===== config.mk =====
export PLATFORM = sky130hd
export DESIGN_NAME = dmars_seq
export DESIGN_NICKNAME = d
export VERILOG_FILES = /design/src/hw/dmars_pkg.sv /design/src/hw/dmars_req_if.sv /design/src/hw/dmars_seq.sv /design/src/hw/dmars_req_sync.sv
export VERILOG_INCLUDE_DIRS = /design/src /design/src/hw
export SDC_FILE = /design/constraint.sdc
export NUM_CORES = 1
export LEC_CHECK = 0
export ABC_CLOCK_PERIOD_IN_PS = 2500
export BUFFER_PORTS_ARGS = -buffer_cell sky130_fd_sc_hd__buf_2
export CORE_UTILIZATION = 46
export CTS_CLUSTER_SIZE = 28
export DETAILED_ROUTE_END_ITERATION = 8
export MAX_ROUTING_LAYER = met4
export PLACE_DENSITY = 0.67
export SETUP_SLACK_MARGIN = 0.1
export SLEW_MARGIN = 20
export SYNTH_ARGS = -nofsm -noshare
export SYNTH_HDL_FRONTEND = slang
export SYNTH_SLANG_ARGS = --single-unit

===== constraint.sdc =====
create_clock -name i_clk -period 2.5 [get_ports i_clk]
set_input_delay 0.25 -clock i_clk [delete_from_list [all_inputs] [get_ports i_clk]]
set_output_delay 0.25 -clock i_clk [all_outputs]
set_load 0.05 [all_outputs]

===== src/hw/dmars_defines.svh =====
`ifndef DMARS_DEFINES_SVH
`define DMARS_DEFINES_SVH

// Register bus widths.
`define DMARS_ADDR_W        8
`define DMARS_DATA_W        16

// Register byte addresses, one aligned word each.
`define DMARS_OFF_CTRL0     8'h00
`define DMARS_OFF_COUNT0    8'h04
`define DMARS_OFF_CTRL1     8'h08
`define DMARS_OFF_COUNT1    8'h0C
`define DMARS_OFF_HALT      8'h10
`define DMARS_OFF_STATUS    8'h14

// Channel control field positions.
`define DMARS_CTRL_W        6
`define DMARS_CTRL_START    0
`define DMARS_CTRL_SYN_LO   1
`define DMARS_CTRL_SYN_HI   2
`define DMARS_CTRL_TSEL     3
`define DMARS_CTRL_PRI      4
`define DMARS_CTRL_TCSTOP   5

// Halt register field positions.
`define DMARS_HALT_FLAG     0
`define DMARS_HALT_SLAVE    1

// Reset values.
`define DMARS_CTRL_RST      6'h00
`define DMARS_COUNT_RST     16'h0000

// Timing counts in clocks.
`define DMARS_REQ_LAT_CLK   4
`define DMARS_DST_GAP_CLK   2

`endif


===== src/hw/dmars_pkg.sv =====
package dmars_pkg;

   // Bus sequencer states.
   typedef enum logic [2:0] {
      ST_IDLE = 3'b000,
      ST_T1   = 3'b001,
      ST_T2   = 3'b010,
      ST_T3   = 3'b011,
      ST_T4   = 3'b100,
      ST_HOLD = 3'b101
   } dmars_state_t;

   // Owner of the current bus cycle.
   typedef enum logic [2:0] {
      OWN_NONE    = 3'b000,
      OWN_CPU     = 3'b001,
      OWN_REFRESH = 3'b010,
      OWN_FETCH   = 3'b011,
      OWN_DEPOSIT = 3'b100
   } dmars_owner_t;

   // Synchronization select encoding.
   typedef enum logic [1:0] {
      SYN_NONE = 2'b00,
      SYN_SRC  = 2'b01,
      SYN_DST  = 2'b10,
      SYN_OFF  = 2'b11
   } dmars_sync_t;

endpackage


===== src/hw/dmars_req_if.sv =====
`timescale 1ns/1ps
// Carries the raw request pins to the synchroniser and the delayed,
// clock-aligned requests back to the arbiter.
interface dmars_req_if;
   logic [1:0] drq_pin;   // Raw request pins.
   logic [1:0] drq_seen;  // Requests as the arbiter sees them.
   modport sync_side (input drq_pin, output drq_seen);
   modport arb_side  (output drq_pin, input drq_seen);
endinterface


===== src/hw/dmars_seq.sv =====
// Strobed register access and the register offsets were decided locally.
`timescale 1ns/1ps
`include "dmars_defines.svh"
//////////////////////////////////////////////////////////////////////////
//////////////////////////////////////////////////////////////////////////
module dmars_seq
   import dmars_pkg::*;
(
   input  wire logic        i_clk,            // Processor clock.
   input  wire logic        i_rst,            // Sync reset, active high.
   input  wire logic [1:0]  i_drq,            // Request pins, async.
   input  wire logic        i_hold_req,       // External bus hold.
   input  wire logic        i_refresh_req,    // Refresh wants the bus.
   input  wire logic        i_cpu_bus_req,    // CPU wants a bus cycle.
   input  wire logic        i_bus_ready,      // Low adds a wait state.
   input  wire logic        i_timer_max,      // Timer hit max count.
   input  wire logic        i_nmi,            // Non-maskable interrupt.
   input  wire logic        i_intr_return,    // Interrupt return done.
   input  wire logic [7:0]  i_addr,           // Register byte address.
   input  wire logic [15:0] i_wdata,          // Register write data.
   input  wire logic        i_wr,             // Write strobe.
   input  wire logic        i_rd,             // Read strobe.
   output logic      [15:0] o_rdata,          // Read data, next cycle.
   output logic             o_dma_cycle_status, // High in DMA cycles.
   output logic             o_first_bus_state,  // First bus state.
   output logic             o_second_bus_state, // Second bus state.
   output logic             o_fetch_cycle,    // DMA fetch in progress.
   output logic             o_deposit_cycle,  // DMA deposit running.
   output logic             o_dma_channel,    // Channel of DMA cycle.
   output logic             o_cpu_cycle,      // CPU cycle running.
   output logic             o_refresh_cycle,  // Refresh cycle running.
   output logic             o_hold_ack        // Bus held externally.
);

   //////////////////////////////////////////////////////////////////////
   // Storage and state.
   logic [5:0]   ctrl [2];        // Channel control registers.
   logic [15:0]  cnt [2];         // Transfer counts.
   logic         halt_flag;       // DMA halt flag.
   logic         slave_mode;      // Interrupt controller in slave mode.
   logic         timer_req;       // Shared latched timer request.
   logic         last_ch;         // Channel that ran last.
   logic         chan;            // Channel of current DMA cycle.
   logic [1:0]   gap_cnt;         // Destination mode bus release.
   dmars_state_t state;           // Bus sequencer state.
   dmars_owner_t owner;           // Owner of current cycle.
   dmars_state_t next_state;      // Next sequencer state.
   dmars_owner_t next_owner;      // Next owner.
   dmars_req_if  rq ();           // Request carrier.

   // Channel request from its mode, the pin and the timer latch.
   function automatic logic chan_req(input logic [5:0] c,
                                     input logic dma_request_input, input logic treq);
      logic [1:0] syn;
      syn = c[`DMARS_CTRL_SYN_HI:`DMARS_CTRL_SYN_LO];
      if (!c[`DMARS_CTRL_START])
         chan_req = 1'b0;
      else if (c[`DMARS_CTRL_TSEL])
         chan_req = treq;
      else if (syn == SYN_NONE)
         chan_req = 1'b1;
      else if (syn == SYN_OFF)
         chan_req = 1'b0;
      else
         chan_req = dma_request_input;
   endfunction

   dmars_req_sync #(.LAT(`DMARS_REQ_LAT_CLK)) u_sync (
      .i_clk (i_clk),
      .i_rst (i_rst),
      .rq    (rq.sync_side)
   );
   assign rq.drq_pin = i_drq;

   //////////////////////////////////////////////////////////////////////
   // Decode and arbitration.
   wire halt_eff = halt_flag && !slave_mode;
   wire dst_end  = (state == ST_T4) && (owner == OWN_DEPOSIT)
                   && (ctrl[chan][2:1] == SYN_DST);
   wire gap_ok   = !dst_end && (gap_cnt < 2'(`DMARS_DST_GAP_CLK));
   wire [1:0] req;
   assign req[0] = chan_req(ctrl[0], rq.drq_seen[0], timer_req)
                   && !halt_eff && gap_ok;
   assign req[1] = chan_req(ctrl[1], rq.drq_seen[1], timer_req)
                   && !halt_eff && gap_ok;
   wire pri0 = ctrl[0][`DMARS_CTRL_PRI];
   wire pri1 = ctrl[1][`DMARS_CTRL_PRI];
   wire pick = (req == 2'h3) ? ((pri0 != pri1) ? pri1 : !last_ch)
                             : req[1];
   wire in_t4_fetch = (state == ST_T4) && (owner == OWN_FETCH);
   wire opp = (state == ST_IDLE) || ((state == ST_T4) && !in_t4_fetch);
   wire win_hold = opp && i_hold_req;
   wire win_ref  = opp && !i_hold_req && i_refresh_req;
   wire win_dma  = opp && !i_hold_req && !i_refresh_req
                   && (req != 2'h0);
   wire win_cpu  = opp && !i_hold_req && !i_refresh_req
                   && (req == 2'h0) && i_cpu_bus_req;
   wire xfer_end = (state == ST_T4) && (owner == OWN_DEPOSIT);
   wire [1:0] chan_syn = ctrl[chan][`DMARS_CTRL_SYN_HI:`DMARS_CTRL_SYN_LO];
   wire tsel_any = ctrl[0][`DMARS_CTRL_TSEL] || ctrl[1][`DMARS_CTRL_TSEL];
   wire timer_clr = (win_dma && ctrl[pick][`DMARS_CTRL_TSEL])
                    || !tsel_any;
   wire sel_ctrl0 = i_addr == `DMARS_OFF_CTRL0;
   wire sel_cnt0  = i_addr == `DMARS_OFF_COUNT0;
   wire sel_ctrl1 = i_addr == `DMARS_OFF_CTRL1;
   wire sel_cnt1  = i_addr == `DMARS_OFF_COUNT1;
   wire sel_halt  = i_addr == `DMARS_OFF_HALT;
   wire sel_stat  = i_addr == `DMARS_OFF_STATUS;
   wire [15:0] stat_word = {6'h00, gap_cnt, timer_req, halt_eff,
                            chan, owner, state[2:1]};
   wire [15:0] rd_mux =
      sel_ctrl0 ? {10'h000, ctrl[0]} :
      sel_cnt0  ? cnt[0] :
      sel_ctrl1 ? {10'h000, ctrl[1]} :
      sel_cnt1  ? cnt[1] :
      sel_halt  ? {14'h0000, slave_mode, halt_flag} :
      sel_stat  ? stat_word : 16'h0000;

   //////////////////////////////////////////////////////////////////////
   // Next bus cycle: fetch is always followed by its deposit.
   always_comb
   begin
      next_state = state;
      next_owner = owner;
      case (state)
         ST_IDLE, ST_T4:
         begin
            if (in_t4_fetch)
            begin
               next_state = ST_T1;
               next_owner = OWN_DEPOSIT;
            end
            else if (win_hold)
            begin
               next_state = ST_HOLD;
               next_owner = OWN_NONE;
            end
            else if (win_ref)
            begin
               next_state = ST_T1;
               next_owner = OWN_REFRESH;
            end
            else if (win_dma)
            begin
               next_state = ST_T1;
               next_owner = OWN_FETCH;
            end
            else if (win_cpu)
            begin
               next_state = ST_T1;
               next_owner = OWN_CPU;
            end
            else
            begin
               next_state = ST_IDLE;
               next_owner = OWN_NONE;
            end
         end
         ST_T1:   next_state = ST_T2;
         ST_T2:   next_state = ST_T3;
         ST_T3:   next_state = i_bus_ready ? ST_T4 : ST_T3;
         ST_HOLD: next_state = i_hold_req ? ST_HOLD : ST_IDLE;
         default:
         begin
            next_state = ST_IDLE;
            next_owner = OWN_NONE;
         end
      endcase
   end

   //////////////////////////////////////////////////////////////////////
   // Sequencer, channel choice and bus release counter.
   always_ff @(posedge i_clk)
   begin
      if (i_rst)
      begin
         state   <= ST_IDLE;
         owner   <= OWN_NONE;
         chan    <= 1'b0;
         last_ch <= 1'b0;
         gap_cnt <= 2'h0;
      end
      else
      begin
         state <= next_state;
         owner <= next_owner;
         if (win_dma)
         begin
            chan    <= pick;
            last_ch <= pick;
         end
         if (xfer_end && (chan_syn == SYN_DST))
            gap_cnt <= 2'(`DMARS_DST_GAP_CLK);
         else if (gap_cnt != 2'h0)
            gap_cnt <= gap_cnt - 2'h1;
      end
   end

   //////////////////////////////////////////////////////////////////////
   // Registers, counts, timer latch and halt flag.
   always_ff @(posedge i_clk)
   begin
      if (i_rst)
      begin
         ctrl[0]    <= `DMARS_CTRL_RST;
         ctrl[1]    <= `DMARS_CTRL_RST;
         cnt[0]     <= `DMARS_COUNT_RST;
         cnt[1]     <= `DMARS_COUNT_RST;
         halt_flag  <= 1'b0;
         slave_mode <= 1'b0;
         timer_req  <= 1'b0;
         o_rdata    <= 16'h0000;
      end
      else
      begin
         o_rdata <= i_rd ? rd_mux : 16'h0000;
         for (int c = 0; c < 2; c++)
         begin
            if (in_t4_fetch && (chan == c))  // Before the deposit's slot.
            begin
               cnt[c] <= cnt[c] - 16'h0001;
               if ((cnt[c] == 16'h0001) &&
                   (ctrl[c][`DMARS_CTRL_TCSTOP] ||
                    ctrl[c][2:1] == SYN_NONE))
                  ctrl[c][`DMARS_CTRL_START] <= 1'b0;
            end
         end
         if (i_wr && sel_ctrl0)
            ctrl[0] <= i_wdata[5:0];
         if (i_wr && sel_ctrl1)
            ctrl[1] <= i_wdata[5:0];
         if (i_wr && sel_cnt0)
            cnt[0] <= i_wdata;
         if (i_wr && sel_cnt1)
            cnt[1] <= i_wdata;
         // A timeout beats a transfer's clear in the same cycle; with no timer channel it is ignored.
         if (i_timer_max && tsel_any)
            timer_req <= 1'b1;
         else if (timer_clr)
            timer_req <= 1'b0;
         if (i_wr && sel_halt)
            slave_mode <= i_wdata[`DMARS_HALT_SLAVE];
         // NMI beats a software or return clear.
         if (i_nmi)
            halt_flag <= 1'b1;
         else if (i_wr && sel_halt)
            halt_flag <= i_wdata[`DMARS_HALT_FLAG];
         else if (i_intr_return)
            halt_flag <= 1'b0;
      end
   end

   //////////////////////////////////////////////////////////////////////
   // Pin outputs decoded from the sequencer flops.
   wire active = (state != ST_IDLE) && (state != ST_HOLD);
   assign o_fetch_cycle      = active && (owner == OWN_FETCH);
   assign o_deposit_cycle    = active && (owner == OWN_DEPOSIT);
   assign o_dma_cycle_status = o_fetch_cycle || o_deposit_cycle;
   assign o_first_bus_state  = state == ST_T1;
   assign o_second_bus_state = state == ST_T2;
   assign o_dma_channel      = chan;
   assign o_cpu_cycle        = active && (owner == OWN_CPU);
   assign o_refresh_cycle    = active && (owner == OWN_REFRESH);
   assign o_hold_ack         = state == ST_HOLD;

   logic [2:0] age;  // Clocks since reset, saturating.
   always_ff @(posedge i_clk)
   begin
      if (i_rst)
         age <= 3'h0;
      else if (age != 3'h7)
         age <= age + 3'h1;
   end
endmodule // dmars_seq


===== src/hw/dmars_req_sync.sv =====
`timescale 1ns/1ps
`include "dmars_defines.svh"
// Two-flop synchroniser followed by a delay line so that a request seen
// at a bus opportunity was on the pin a fixed number of clocks earlier.
module dmars_req_sync
   import dmars_pkg::*;
#(
   parameter int LAT = `DMARS_REQ_LAT_CLK
)(
   input  wire logic    i_clk,  // Processor clock.
   input  wire logic    i_rst,  // Synchronous reset, active high.
   dmars_req_if.sync_side rq    // Pins in, delayed requests out.
);

   logic [1:0] stage [LAT];     // Stage 0 is read only by stage 1.

   //////////////////////////////////////////////////////////////////////
   // Shift the pins through the chain every clock.
   always_ff @(posedge i_clk)
   begin
      if (i_rst)
      begin
         for (int i = 0; i < LAT; i++)
            stage[i] <= 2'h0;
      end
      else
      begin
         stage[0] <= rq.drq_pin;
         for (int i = 1; i < LAT; i++)
            stage[i] <= stage[i-1];
      end
   end

   assign rq.drq_seen = stage[LAT-1];

endmodule // dmars_req_sync


## Yosys cells after proc, flatten, opt, wreduce, memory -nomap -nowiden

Memory sizes are Yosys's and may differ from the RTL's. A register that Yosys moved wholly into a read port is not among the register bits.
Cells that the tools add are included.

| word-level totals | value |
|---|---|
| memories kept | 3 |
| flip-flop bits (word level) | 28 |
| RAM bits | 52 |

Memory list:

| memory | depth | bits a word | read ports | clocked after Yosys merged registers in | wr ports | line | text |
|---|---|---|---|---|---|---|---|
| cnt | 2 | 16 | 2 | 0 | 2 | dmars_seq.sv:38 | `logic [15:0] cnt [2];` |
| ctrl | 2 | 6 | 4 | 1 | 2 | dmars_seq.sv:37 | `logic [5:0] ctrl [2];` |
| u_sync.stage | 4 | 2 | 4 | 0 | 4 | dmars_req_sync.sv:15 | `logic [1:0] stage [LAT];` |

| cells by class | value |
|---|---|
| add/subtract/negate cells | 3 |
| reduce and logical (&&, ||, !) cells | 63 |
| $lt $le $gt $ge | 1 |
| eq/ne operators | 22 |
| muxes and demuxes | 81 |
| bitwise logic cells | 16 |

Operator list:

| cell | count |
|---|---|
| 16-bit two-way mux | 7 |
| 1-bit two-way mux | 53 |
| 1-bit logical AND | 33 |
| 16-bit by 1-bit equality test with 1-bit output (second input constant) | 2 |
| 16-bit by 1-bit subtractor with 16-bit output (second input constant) | 2 |
| 10-bit two-way mux | 2 |
| 2-bit two-way mux | 9 |
| 8-bit by 4-bit equality test with 1-bit output (second input constant) | 2 |
| 8-bit by 5-bit equality test with 1-bit output (second input constant) | 2 |
| 3-bit two-way mux | 5 |
| 3-bit case mux with 5 select lines | 1 |
| 1-bit OR | 14 |
| 3-bit by 2-bit equality test with 1-bit output (second input constant) | 4 |
| 5-bit two-way mux | 2 |
| 3-bit equality test (second input constant) | 3 |
| 2-bit equality test (second input constant) | 4 |
| 8-bit by 3-bit equality test with 1-bit output (second input constant) | 1 |
| 1-bit logical NOT | 8 |
| 8-bit logical NOT | 1 |
| 2-bit nonzero test | 4 |
| 3-bit by 1-bit equality test with 1-bit output (second input constant) | 2 |
| 2-bit logical NOT | 3 |
| 1-bit logical OR | 6 |
| 6-bit two-way mux | 1 |
| 11 further kinds | 15 |

## Longest topological paths before layout

Gate-level depths: netlist of the first run.
An unclocked memory read counts as a cell.

| logic depth | value |
|---|---|
| depth in word-level cells | 17 |
| depth in mapped cells | 7 |
| mapped depth without buffers | 7 |

## By module

A second synthesis of the first run with hierarchy kept.

| unflattened totals | value |
|---|---|
| cells, all modules | 449 |
| area, all modules | 4351.7 um2 |

By module, submodules not included:

| module | cells each | times used | area an instance (um2) |
|---|---|---|---|
| dmars_seq | 433 | 1 | 4141.5 |
| dmars_req_sync | 16 | 1 | 210.2 |

## Least setup slack after synthesis of the first run

No wires, ideal clock.

| path | value |
|---|---|
| path type | register -> output |
| start point | reg state[2] |
| end point | out o_cpu_cycle |
| required time | 2.250 ns |
| stages on the path, launching flop included | 5 |
| path slack | -0.213 ns |
| arrival | 2.463 ns |
| cell sequence | dfxtp_1 clkbuf_1 xor2_1 nor2_1 nor4b_1 |

| on the way | value |
|---|---|
| word-level cells in the longest chain between the ends | 3 |
| elaborated cells between the ends (all ways) | 4 |
| classes of those cells | eq/ne: 1; reduce/logical: 3 |

Ends and longest elaborated chain:

| element | line | text |
|---|---|---|
| start: declaration | dmars_seq.sv:45 | `dmars_state_t state;` |
| start signal: assignment | dmars_seq.sv:185 | `state <= next_state;` |
| 3-bit inequality test or 3-bit nonzero test (tied branches) | dmars_seq.sv:255 | `wire active = (state != ST_IDLE) && (state != ST_HOLD);` |
| 1-bit logical AND * | dmars_seq.sv:255 |  |
| 1-bit logical AND * | dmars_seq.sv:262 | `assign o_cpu_cycle = active && (owner == OWN_CPU);` |
| end: declaration | dmars_seq.sv:30 | `output logic o_cpu_cycle,` |

Mark *: on every way between the ends. The rest lies on a longest branch, timed or not.

==> summary.txt, run 1 <==
Synth
  – #FFs+latches synth: 81
  – Seq/Total Area, Yosys: 46.8%
  – Avg Inst Size Synth: 9.61 um2
  – Synth area leader: edfxtp_1
  – Unique masters post-synth: 64
  – Syn Nets: 499
  – Share of the synthesized area in the top cell type: 30.0%
  – Synthesized area: 4400 um2
  – Ys Warns: 0
  – Ys async rst share: 0%
  – Post-synth EDFFs: 44
  – Area contributors post-synth: edfxtp_1 30%, dfxtp_1 17%, nand2_1 4.3%
  – Primary FF master, synth: edfxtp_1
  – Mapped Cells: 458

Placed design
  – RePlAce Congestion: 0.905
  – Placed Instances: 641
  – # port buffers: 61
  – DP HPWL: 8500 um
  – Post-place setup slack: 328 ps

Cells and area
  – # fillers: 844
  – Most frequent cells in the layout: 61 x buf_2, 50 x nand2_1, 44 x edfxtp_1
  – Final #Nets: 564
  – Share of layout cells above drive strength 1: 20.8%
  – Diodes inserted: 0
  – Post-Layout Cell Count: 657
  – Reg area: 2060 um2
  – Area growth syn-to-layout: 15.9%
  – Multi-input gate area: 2210 um2
  – Commonest non-fill, non-tap cell in the layout: buf_2

Critical path
  – CP startpoint kind: flop
  – Critical path class: flop to flop
  – Reg-to-reg critical path startpoint: cnt[0][22]
  – Reg-to-reg endpoint: cnt[0][26]
  – Critical Path RT: 2610 ps
  – Worst R2R Setup Slack: 320 ps
  – Worst Path Arrival: 2290 ps
  – CP max FO: 4
  – CP Capture Type: flop
  – R2R depth: 5

Global route
  – Largest net degree at the start of global routing: 33
  – First-pass GRT wire length: 18500 um
  – Gr usage total: 25.0%
  – Total grt overflow: 0
  – Vias in the first global route: 3541
  – Initial antenna violation count: 0

Die
  – Area of the core: 9240 um2
  – Initial Utilization: 47.6%
  – Cell Rows: 35
  – Die Span X: 99.8 um
  – DIE AREA: 9960 um2
  – Die Height: 99.8 um
  – IO Count: 62

STA
  – Post-layout minimum cycle time: 2180 ps
  – Crit path setup slack, layout: 318 ps
  – Total negative slack: 0 ps
  – Worst slew pin tran: 622 ps
  – Worst slew margin: 58.2%
  – Hold slack: 119 ps
  – Max Clk Rate: 458 MHz
  – RSZ-0062 raised after global routing: false
  – Clk_skew: 13.3 ps
  – Endpoints failing setup: 0
  – Fin. max-slew vios: 0
  – Final Hold Viols: 0
  – Final period utilization: 87.3%

Clock tree
  – Post-CTS Setup Bufs: 0
  – H-tree depth: 3
  – CTS clk-pin slew, worst paths: 80 ps
  – Clk_lat worst skew: 350 ps
  – Post_cts resized: 0
  – CTS tree: yes
  – Clock Path Buffers: 2
  – CTS Sinks: 81
  – CTS buffer count: 9
  – Clock root buffer master: clkbuf_8
  – Hold Buf Count CTS: 0

Power and ir drop
  – Pwr dens: 557 nW/um2
  – Static Leakage: 1.94 nW
  – Peak supply drop: 0.275 mV

Hold path
  – Worst min path class: input pin to flop
  – Min-delay src: i_drq[0]
  – Hold Path Depth: 2
  – Hold Crit Endpoint: u_sync.stage[0][0]

Route
  – Drt drc: 0
  – WL per Instance: 17.5 um
  – DR pass1 iterations: 5
  – Antenna viol nets, final: 0
  – Vias: 3738
  – Number of vias per cell: 5.69
  – Drt total wl: 11500 um
  – First DRT Iteration DRCs: 258

Run
  – Max_cap viols: 0

Status
  – Outcome: completed
[critical path: stages (launching register included)]
cell and delay [ps]:
edfxtp_1 470, or4_4 560, or3_4 370, or3_1 330, xor2_1 130, o21ai_1 70
[per-stage QoR]
step	total power (W)	area (um2)	util (%)
finish	0.00284	5100	55.2
global route	0.00294	5100	55.2
CTS	0.00285	5100	55.2
detailed placement	0.00184	4900	53.0
global placement	0.00184	4900	53.0
floorplan	0.00172	4400	-
[layout make-up]
type,instances,share of cell area [%]
clock buffers,12,2.65
clock inverters,4,1.35
inverters,11,0.809
multi-input cells,344,43.4
flip-flops and latches,81,40.4
well taps,129,3.16
repair buffers,76,8.19
[per-layer routing]
layer  vias up  GRT usage [%]  share of wire, %
met5         -              -                 0
met4         0           9.16               2.2
met3        22           3.48               7.3
met2       161           36.1                44
met1      1747           35.7                47
li1       1808              -                 -
[state kept, by name, summed over array words and instances (netlist names), named ones only]
register       cells
o_dma_channel      1
owner              3
u_sync.stage       8
o_rdata           16
gap_cnt            2
cnt               32
ctrl              12
slave_mode         1
timer_req          1
state              3
halt_flag          1
[kinds of logic (layout without fill, tap and decap cells)]
group	after synthesis	in the layout	synth area share [%]
AOI/OAI and AO/OA	97	97	15.2
xor gates and xnor gates	28	28	5.57
adders and majority gates	5	5	1.36
muxes	15	15	3.58
DFF	81	81	46.8
and+or+nand+nor	199	199	24.5
buffers and inverters	33	103	2.90
[how the worst max path moves through the flow]
stage | from | to | slack [ps] | cells after the start
final | cnt[0][22] | cnt[0][26] | 320 | 5
after global routing | cnt[0][22] | cnt[0][27] | 110 | 5
after CTS | cnt[0][22] | cnt[0][26] | 320 | 5
after detailed placement | cnt[0][20] | cnt[0][26] | 330 | 5
after global placement | cnt[0][20] | cnt[0][26] | 340 | 5
after floorplan | state[2] | o_cpu_cycle | -210 | 4
[where the power goes]
part / internal, W / switching [W] / leakage (nW)
Combinational: 0.000117 / 0.000191 / 1.09
Clock: 0.000560 / 0.000461 / 0.102
Sequential: 0.00144 / 0.0000666 / 0.745
Total: 0.00212 / 0.000719 / 1.94
[cell usage after synthesis (2+ instances only)]
master    number
nand2_1       50
edfxtp_1      44
nor2_1        40
dfxtp_1       37
o31ai_1       23
nor3_1        20
o21ai_0       20
clkbuf_1      16
nor2b_1       15
xnor2_1       15
a21oi_1       14
xor2_1        13
and2_1        12
inv_1         11
mux2i_1        9
a22oi_1        7
nand2b_1       7
mux2_2         6
nor4_1         6
or3_1          6
nor3b_1        5
nor4b_1        5
or2_2          5
a21o_1         4
ha_1           4
nand4b_1       4
a211oi_1       3
and3b_1        3
buf_1          3
buf_2          3
nand3_1        3
nand4_1        3
or4_1          3
a211o_1        2
a21boi_0       2
a311o_1        2
and3_1         2
nand3b_1       2
o22ai_1        2
o311ai_0       2
or4_4          2
(Power assumes the default switching activity.)
==> run 2: changes to the inputs <==
Settings changed: GPL_TIMING_DRIVEN set to 0.
==> summary.txt, run 2 (synthesized netlist as in run 1, its figures left out) <==
Status
  – Outcome: completed

Die
  – Die Span X: 99.8 um
  – IO Count: 62
  – Initial Utilization: 47.6%
  – Area of the core: 9240 um2
  – Cell Rows: 35
  – Die Height: 99.8 um
  – DIE AREA: 9960 um2

Route
  – Antenna viol nets, final: 0
  – DR pass1 iterations: 7
  – Drt total wl: 11900 um
  – Drt drc: 0
  – WL per Instance: 17.9 um
  – Vias: 3793
  – First DRT Iteration DRCs: 255
  – Number of vias per cell: 5.71

Hold path
  – Worst min path class: input pin to flop
  – Hold Path Depth: 2
  – Min-delay src: i_drq[0]
  – Hold Crit Endpoint: u_sync.stage[0][0]

Clock tree
  – Post_cts resized: 0
  – CTS tree: yes
  – CTS Sinks: 81
  – Clock root buffer master: clkbuf_8
  – CTS buffer count: 9
  – Clock Path Buffers: 2
  – Clk_lat worst skew: 350 ps
  – Post-CTS Setup Bufs: 0
  – CTS clk-pin slew, worst paths: 80 ps
  – Hold Buf Count CTS: 0
  – H-tree depth: 3

Critical path
  – Max incr delay on CP: 560 ps
  – CP max FO: 6
  – Reg-to-reg endpoint: ctrl[1][0]
  – CP Capture Type: flop
  – Worst path cell trace: or4_4 -> or4_1 -> nor4_2 -> or2_2
  – Critical path class: flop to flop
  – Reg-to-reg critical path startpoint: cnt[0][24]
  – Worst Path Arrival: 2350 ps
  – R2R depth: 4
  – CP startpoint kind: flop
  – Critical Path RT: 2580 ps
  – Worst R2R Setup Slack: 220 ps
  – Critical path's slowest cell: or4_4
  – Critical path origin: cnt[0][24]

Global route
  – Initial antenna violation count: 0
  – First-pass GRT wire length: 19100 um
  – Total grt overflow: 0
  – Largest net degree at the start of global routing: 17
  – Vias in the first global route: 3551
  – Gr usage total: 26.1%

Cells and area
  – Most frequent cells in the layout: 64 x buf_2, 50 x nand2_1, 44 x edfxtp_1
  – Area growth syn-to-layout: 15.1%
  – Multi-input gate area: 2220 um2
  – Largest regs: cnt (32), o_rdata (16), ctrl (12)
  – Commonest non-fill, non-tap cell in the layout: buf_2
  – Post-Layout Cell Count: 664
  – Diodes inserted: 0
  – Max reg flops: 32
  – # fillers: 849
  – Share of layout cells above drive strength 1: 18.9%
  – Reg area: 2060 um2
  – Reg with most FFs: cnt
  – Final #Nets: 571
  – Final core utilization: 54.8%

Power and ir drop
  – Tot Pwr: 0.00277 W
  – Static Leakage: 1.90 nW
  – Pwr dens: 546 nW/um2
  – Peak supply drop: 0.296 mV

STA
  – Worst slew pin tran: 717 ps
  – RSZ-0062 raised after global routing: false
  – Final period utilization: 91.2%
  – Crit path setup slack, layout: 221 ps
  – Max Clk Rate: 439 MHz
  – Hold slack: 113 ps
  – Post-layout minimum cycle time: 2280 ps
  – Endpoints failing setup: 0
  – Worst slew margin: 51.8%
  – Final Hold Viols: 0
  – Clk_skew: 10.9 ps
  – Fin. max-slew vios: 0

Placed design
  – Post-place setup slack: -83.8 ps
  – Placed Instances: 648
  – DP HPWL: 8980 um
  – # port buffers: 61
  – RePlAce Congestion: 0.958

Run
  – Max_cap viols: 0
[run 2: power breakdown]
group | switching [W] | internal (W) | leakage, nW
clock | 0.000484 | 0.000462 | 0.0914
combinational | 0.000207 | 0.000114 | 1.06
sequential | 0.0000548 | 0.00144 | 0.745
[run 2: final cells by class]
type / instances / share of cell area [%]
buffer: 22 / 1.75
clock buffer: 11 / 2.59
clock inverter: 5 / 1.09
inverter: 11 / 0.815
multi-input combinational: 344 / 43.8
sequential: 81 / 40.7
tap: 129 / 3.19
timing repair buffer: 61 / 6.03
[run 2: how the worst max path moves through the flow]
stage,cells after the start,to,slack [ps]
floorplan,4,o_cpu_cycle,-210
global placement,6,cnt[0][27],-40
detailed placement,6,cnt[0][27],-80
CTS,4,ctrl[1][0],140
global route,5,cnt[0][12],110
finish,4,ctrl[1][0],220
[run 2: critical path, delay by kind of cell (launching register included)]
family / cells / cell delay [ps]
DFF: 1 / 500
and+or+nand+nor: 4 / 1510
[run 2: layer usage]
| layer | wire length (um) | GRT usage [%] | up-vias |
|---|---|---|---|
| met5 | 0 | - | - |
| met4 | 277 | 8.37 | 0 |
| met2 | 5020 | 35.7 | 166 |
| li1 | - | - | 1822 |
| met3 | 928 | 4.87 | 19 |
| met1 | 5690 | 38.6 | 1786 |
[run 2: per-stage QoR]
stage          cell area [um2]  setup TNS [ps]
2_1_floorplan             4400            -537
3_5_place_dp              4870           -1800
6_report                  5060               0
4_1_cts                   5050               0
5_1_grt                   5060               0
3_3_place_gp              4870            -730
==> run 3: changes to the inputs <==
Settings changed: CTS_CLUSTER_DIAMETER set to 30, PLACE_DENSITY 0.67 to 0.64.
==> summary.txt, run 3 (synthesized netlist as in run 1, its figures left out) <==
Route
  – WL per Instance: 18.5 um
  – Drt total wl: 12300 um
  – Antenna viol nets, final: 0
  – First DRT Iteration DRCs: 399
  – Drt drc: 0
  – Number of vias per cell: 5.84
  – DR pass1 iterations: 5
  – Vias: 3877

Critical path
  – CP max FO: 6
  – Max incr delay on CP: 560 ps
  – Critical path's slowest cell: or4_4
  – Worst Path Arrival: 2420 ps
  – Critical Path RT: 2590 ps
  – CP startpoint kind: flop
  – CP Capture Type: flop
  – Critical path class: flop to flop
  – Worst path cell trace: or4_4 -> or4_1 -> nor4_2 -> or2_2

Clock tree
  – Clock Path Buffers: 2
  – H-tree depth: 3
  – Clk_lat worst skew: 370 ps
  – CTS tree: yes
  – CTS Sinks: 81
  – CTS buffer count: 9
  – Clock root buffer master: clkbuf_8
  – Post-CTS Setup Bufs: 0
  – CTS clk-pin slew, worst paths: 90 ps

Power and ir drop
  – Peak supply drop: 0.335 mV
  – Pwr dens: 569 nW/um2
  – Static Leakage: 1.92 nW

STA
  – Post-layout minimum cycle time: 2320 ps
  – Worst slew margin: 52.1%
  – Worst slew pin tran: 714 ps
  – Final period utilization: 92.9%
  – Final Hold Viols: 0
  – Crit path setup slack, layout: 177 ps
  – Endpoints failing setup: 0
  – Fin. max-slew vios: 0
  – RSZ-0062 raised after global routing: false
  – Max Clk Rate: 431 MHz
  – Clk_skew: 12.6 ps

Cells and area
  – Most frequent cells in the layout: 65 x buf_2, 50 x nand2_1, 44 x edfxtp_1
  – Final #Nets: 571
  – Area growth syn-to-layout: 16.3%
  – Diodes inserted: 0
  – Largest regs: cnt (32), o_rdata (16), ctrl (12)
  – # fillers: 844
  – Share of layout cells above drive strength 1: 19.8%
  – Reg with most FFs: cnt
  – Max reg flops: 32
  – Final Instance Area: 5120 um2
  – Commonest non-fill, non-tap cell in the layout: buf_2

Placed design
  – Post-place setup slack: -118 ps
  – # port buffers: 61
  – DP HPWL: 9150 um
  – Area post-placement: 4870 um2
  – RePlAce Congestion: 0.931

Die
  – Area of the core: 9240 um2
  – IO Count: 62
  – DIE AREA: 9960 um2
  – Cell Rows: 35
  – Die Span X: 99.8 um
  – Initial Utilization: 47.6%
  – Die Height: 99.8 um

Run
  – Max_cap viols: 0

Global route
  – Initial antenna violation count: 0
  – Gr usage total: 26.8%
  – Total grt overflow: 0
  – First-pass GRT wire length: 19500 um
  – Largest net degree at the start of global routing: 17
  – Vias in the first global route: 3568

Hold path
  – Worst min path class: input pin to flop

Status
  – Outcome: completed
==> run 3: cell type report <==
type / instances / area, um2 / share of cell area, %
inverters: 11 / 41.3 / 0.807
well taps: 129 / 161 / 3.15
flip-flops and latches: 81 / 2060 / 40.3
repair buffers: 61 / 305 / 5.96
plain buffers: 22 / 88.8 / 1.74
multi-input cells: 344 / 2230 / 43.5
clock inverters: 4 / 35.0 / 0.684
clock buffers: 12 / 199 / 3.89
==> run 3: where the power goes <==
part	internal (W)	switching (W)
clock	0.000555	0.000533
combinational	0.000115	0.000212
sequential	0.00144	0.0000535
total	0.00211	0.000799
==> run 3: routing by layer <==
metal / GRT usage, % / up-vias / share of wire (%)
li1: - / 1828 / -
met1: 39.0 / 1839 / 46
met2: 37.8 / 187 / 43
met3: 4.94 / 23 / 9.3
met4: 7.69 / 0 / 2.1
met5: - / - / 0
==> run 3: worst paths after layout <==
check,slack (ps),end,start,depth (start not counted)
max,180,ctrl[1][0],cnt[0][24],4
min,100,u_sync.stage[0][1],i_drq[1],2
max reg2reg,180,ctrl[1][0],cnt[0][24],4
min reg2reg,440,u_sync.stage[0][7],u_sync.stage[0][5],1
==> run 3: timing repair <==
item	CTS	global route
endpoints found under the setup margin	0	25
resized for setup	0	8
hold buffers	0	0
==> run 3: critical path: cells and delay by family (launching register included) <==
family,cells,cell delay (ps)
AND/OR/NAND/NOR,4,1560
flip-flops,1,480
==> run 3: through the flow <==
stage	total power, W	setup TNS, ps	hold WS (ps)	cells	util [%]
6_report	0.00291	0	101	664	55.4
5_1_grt	0.00302	0	101	664	55.4
4_1_cts	0.00292	0	99.5	664	55.2
3_5_place_dp	0.00184	-1880	425	648	52.7
3_3_place_gp	0.00184	-1950	416	648	52.7
2_1_floorplan	0.00172	-537	354	458	-
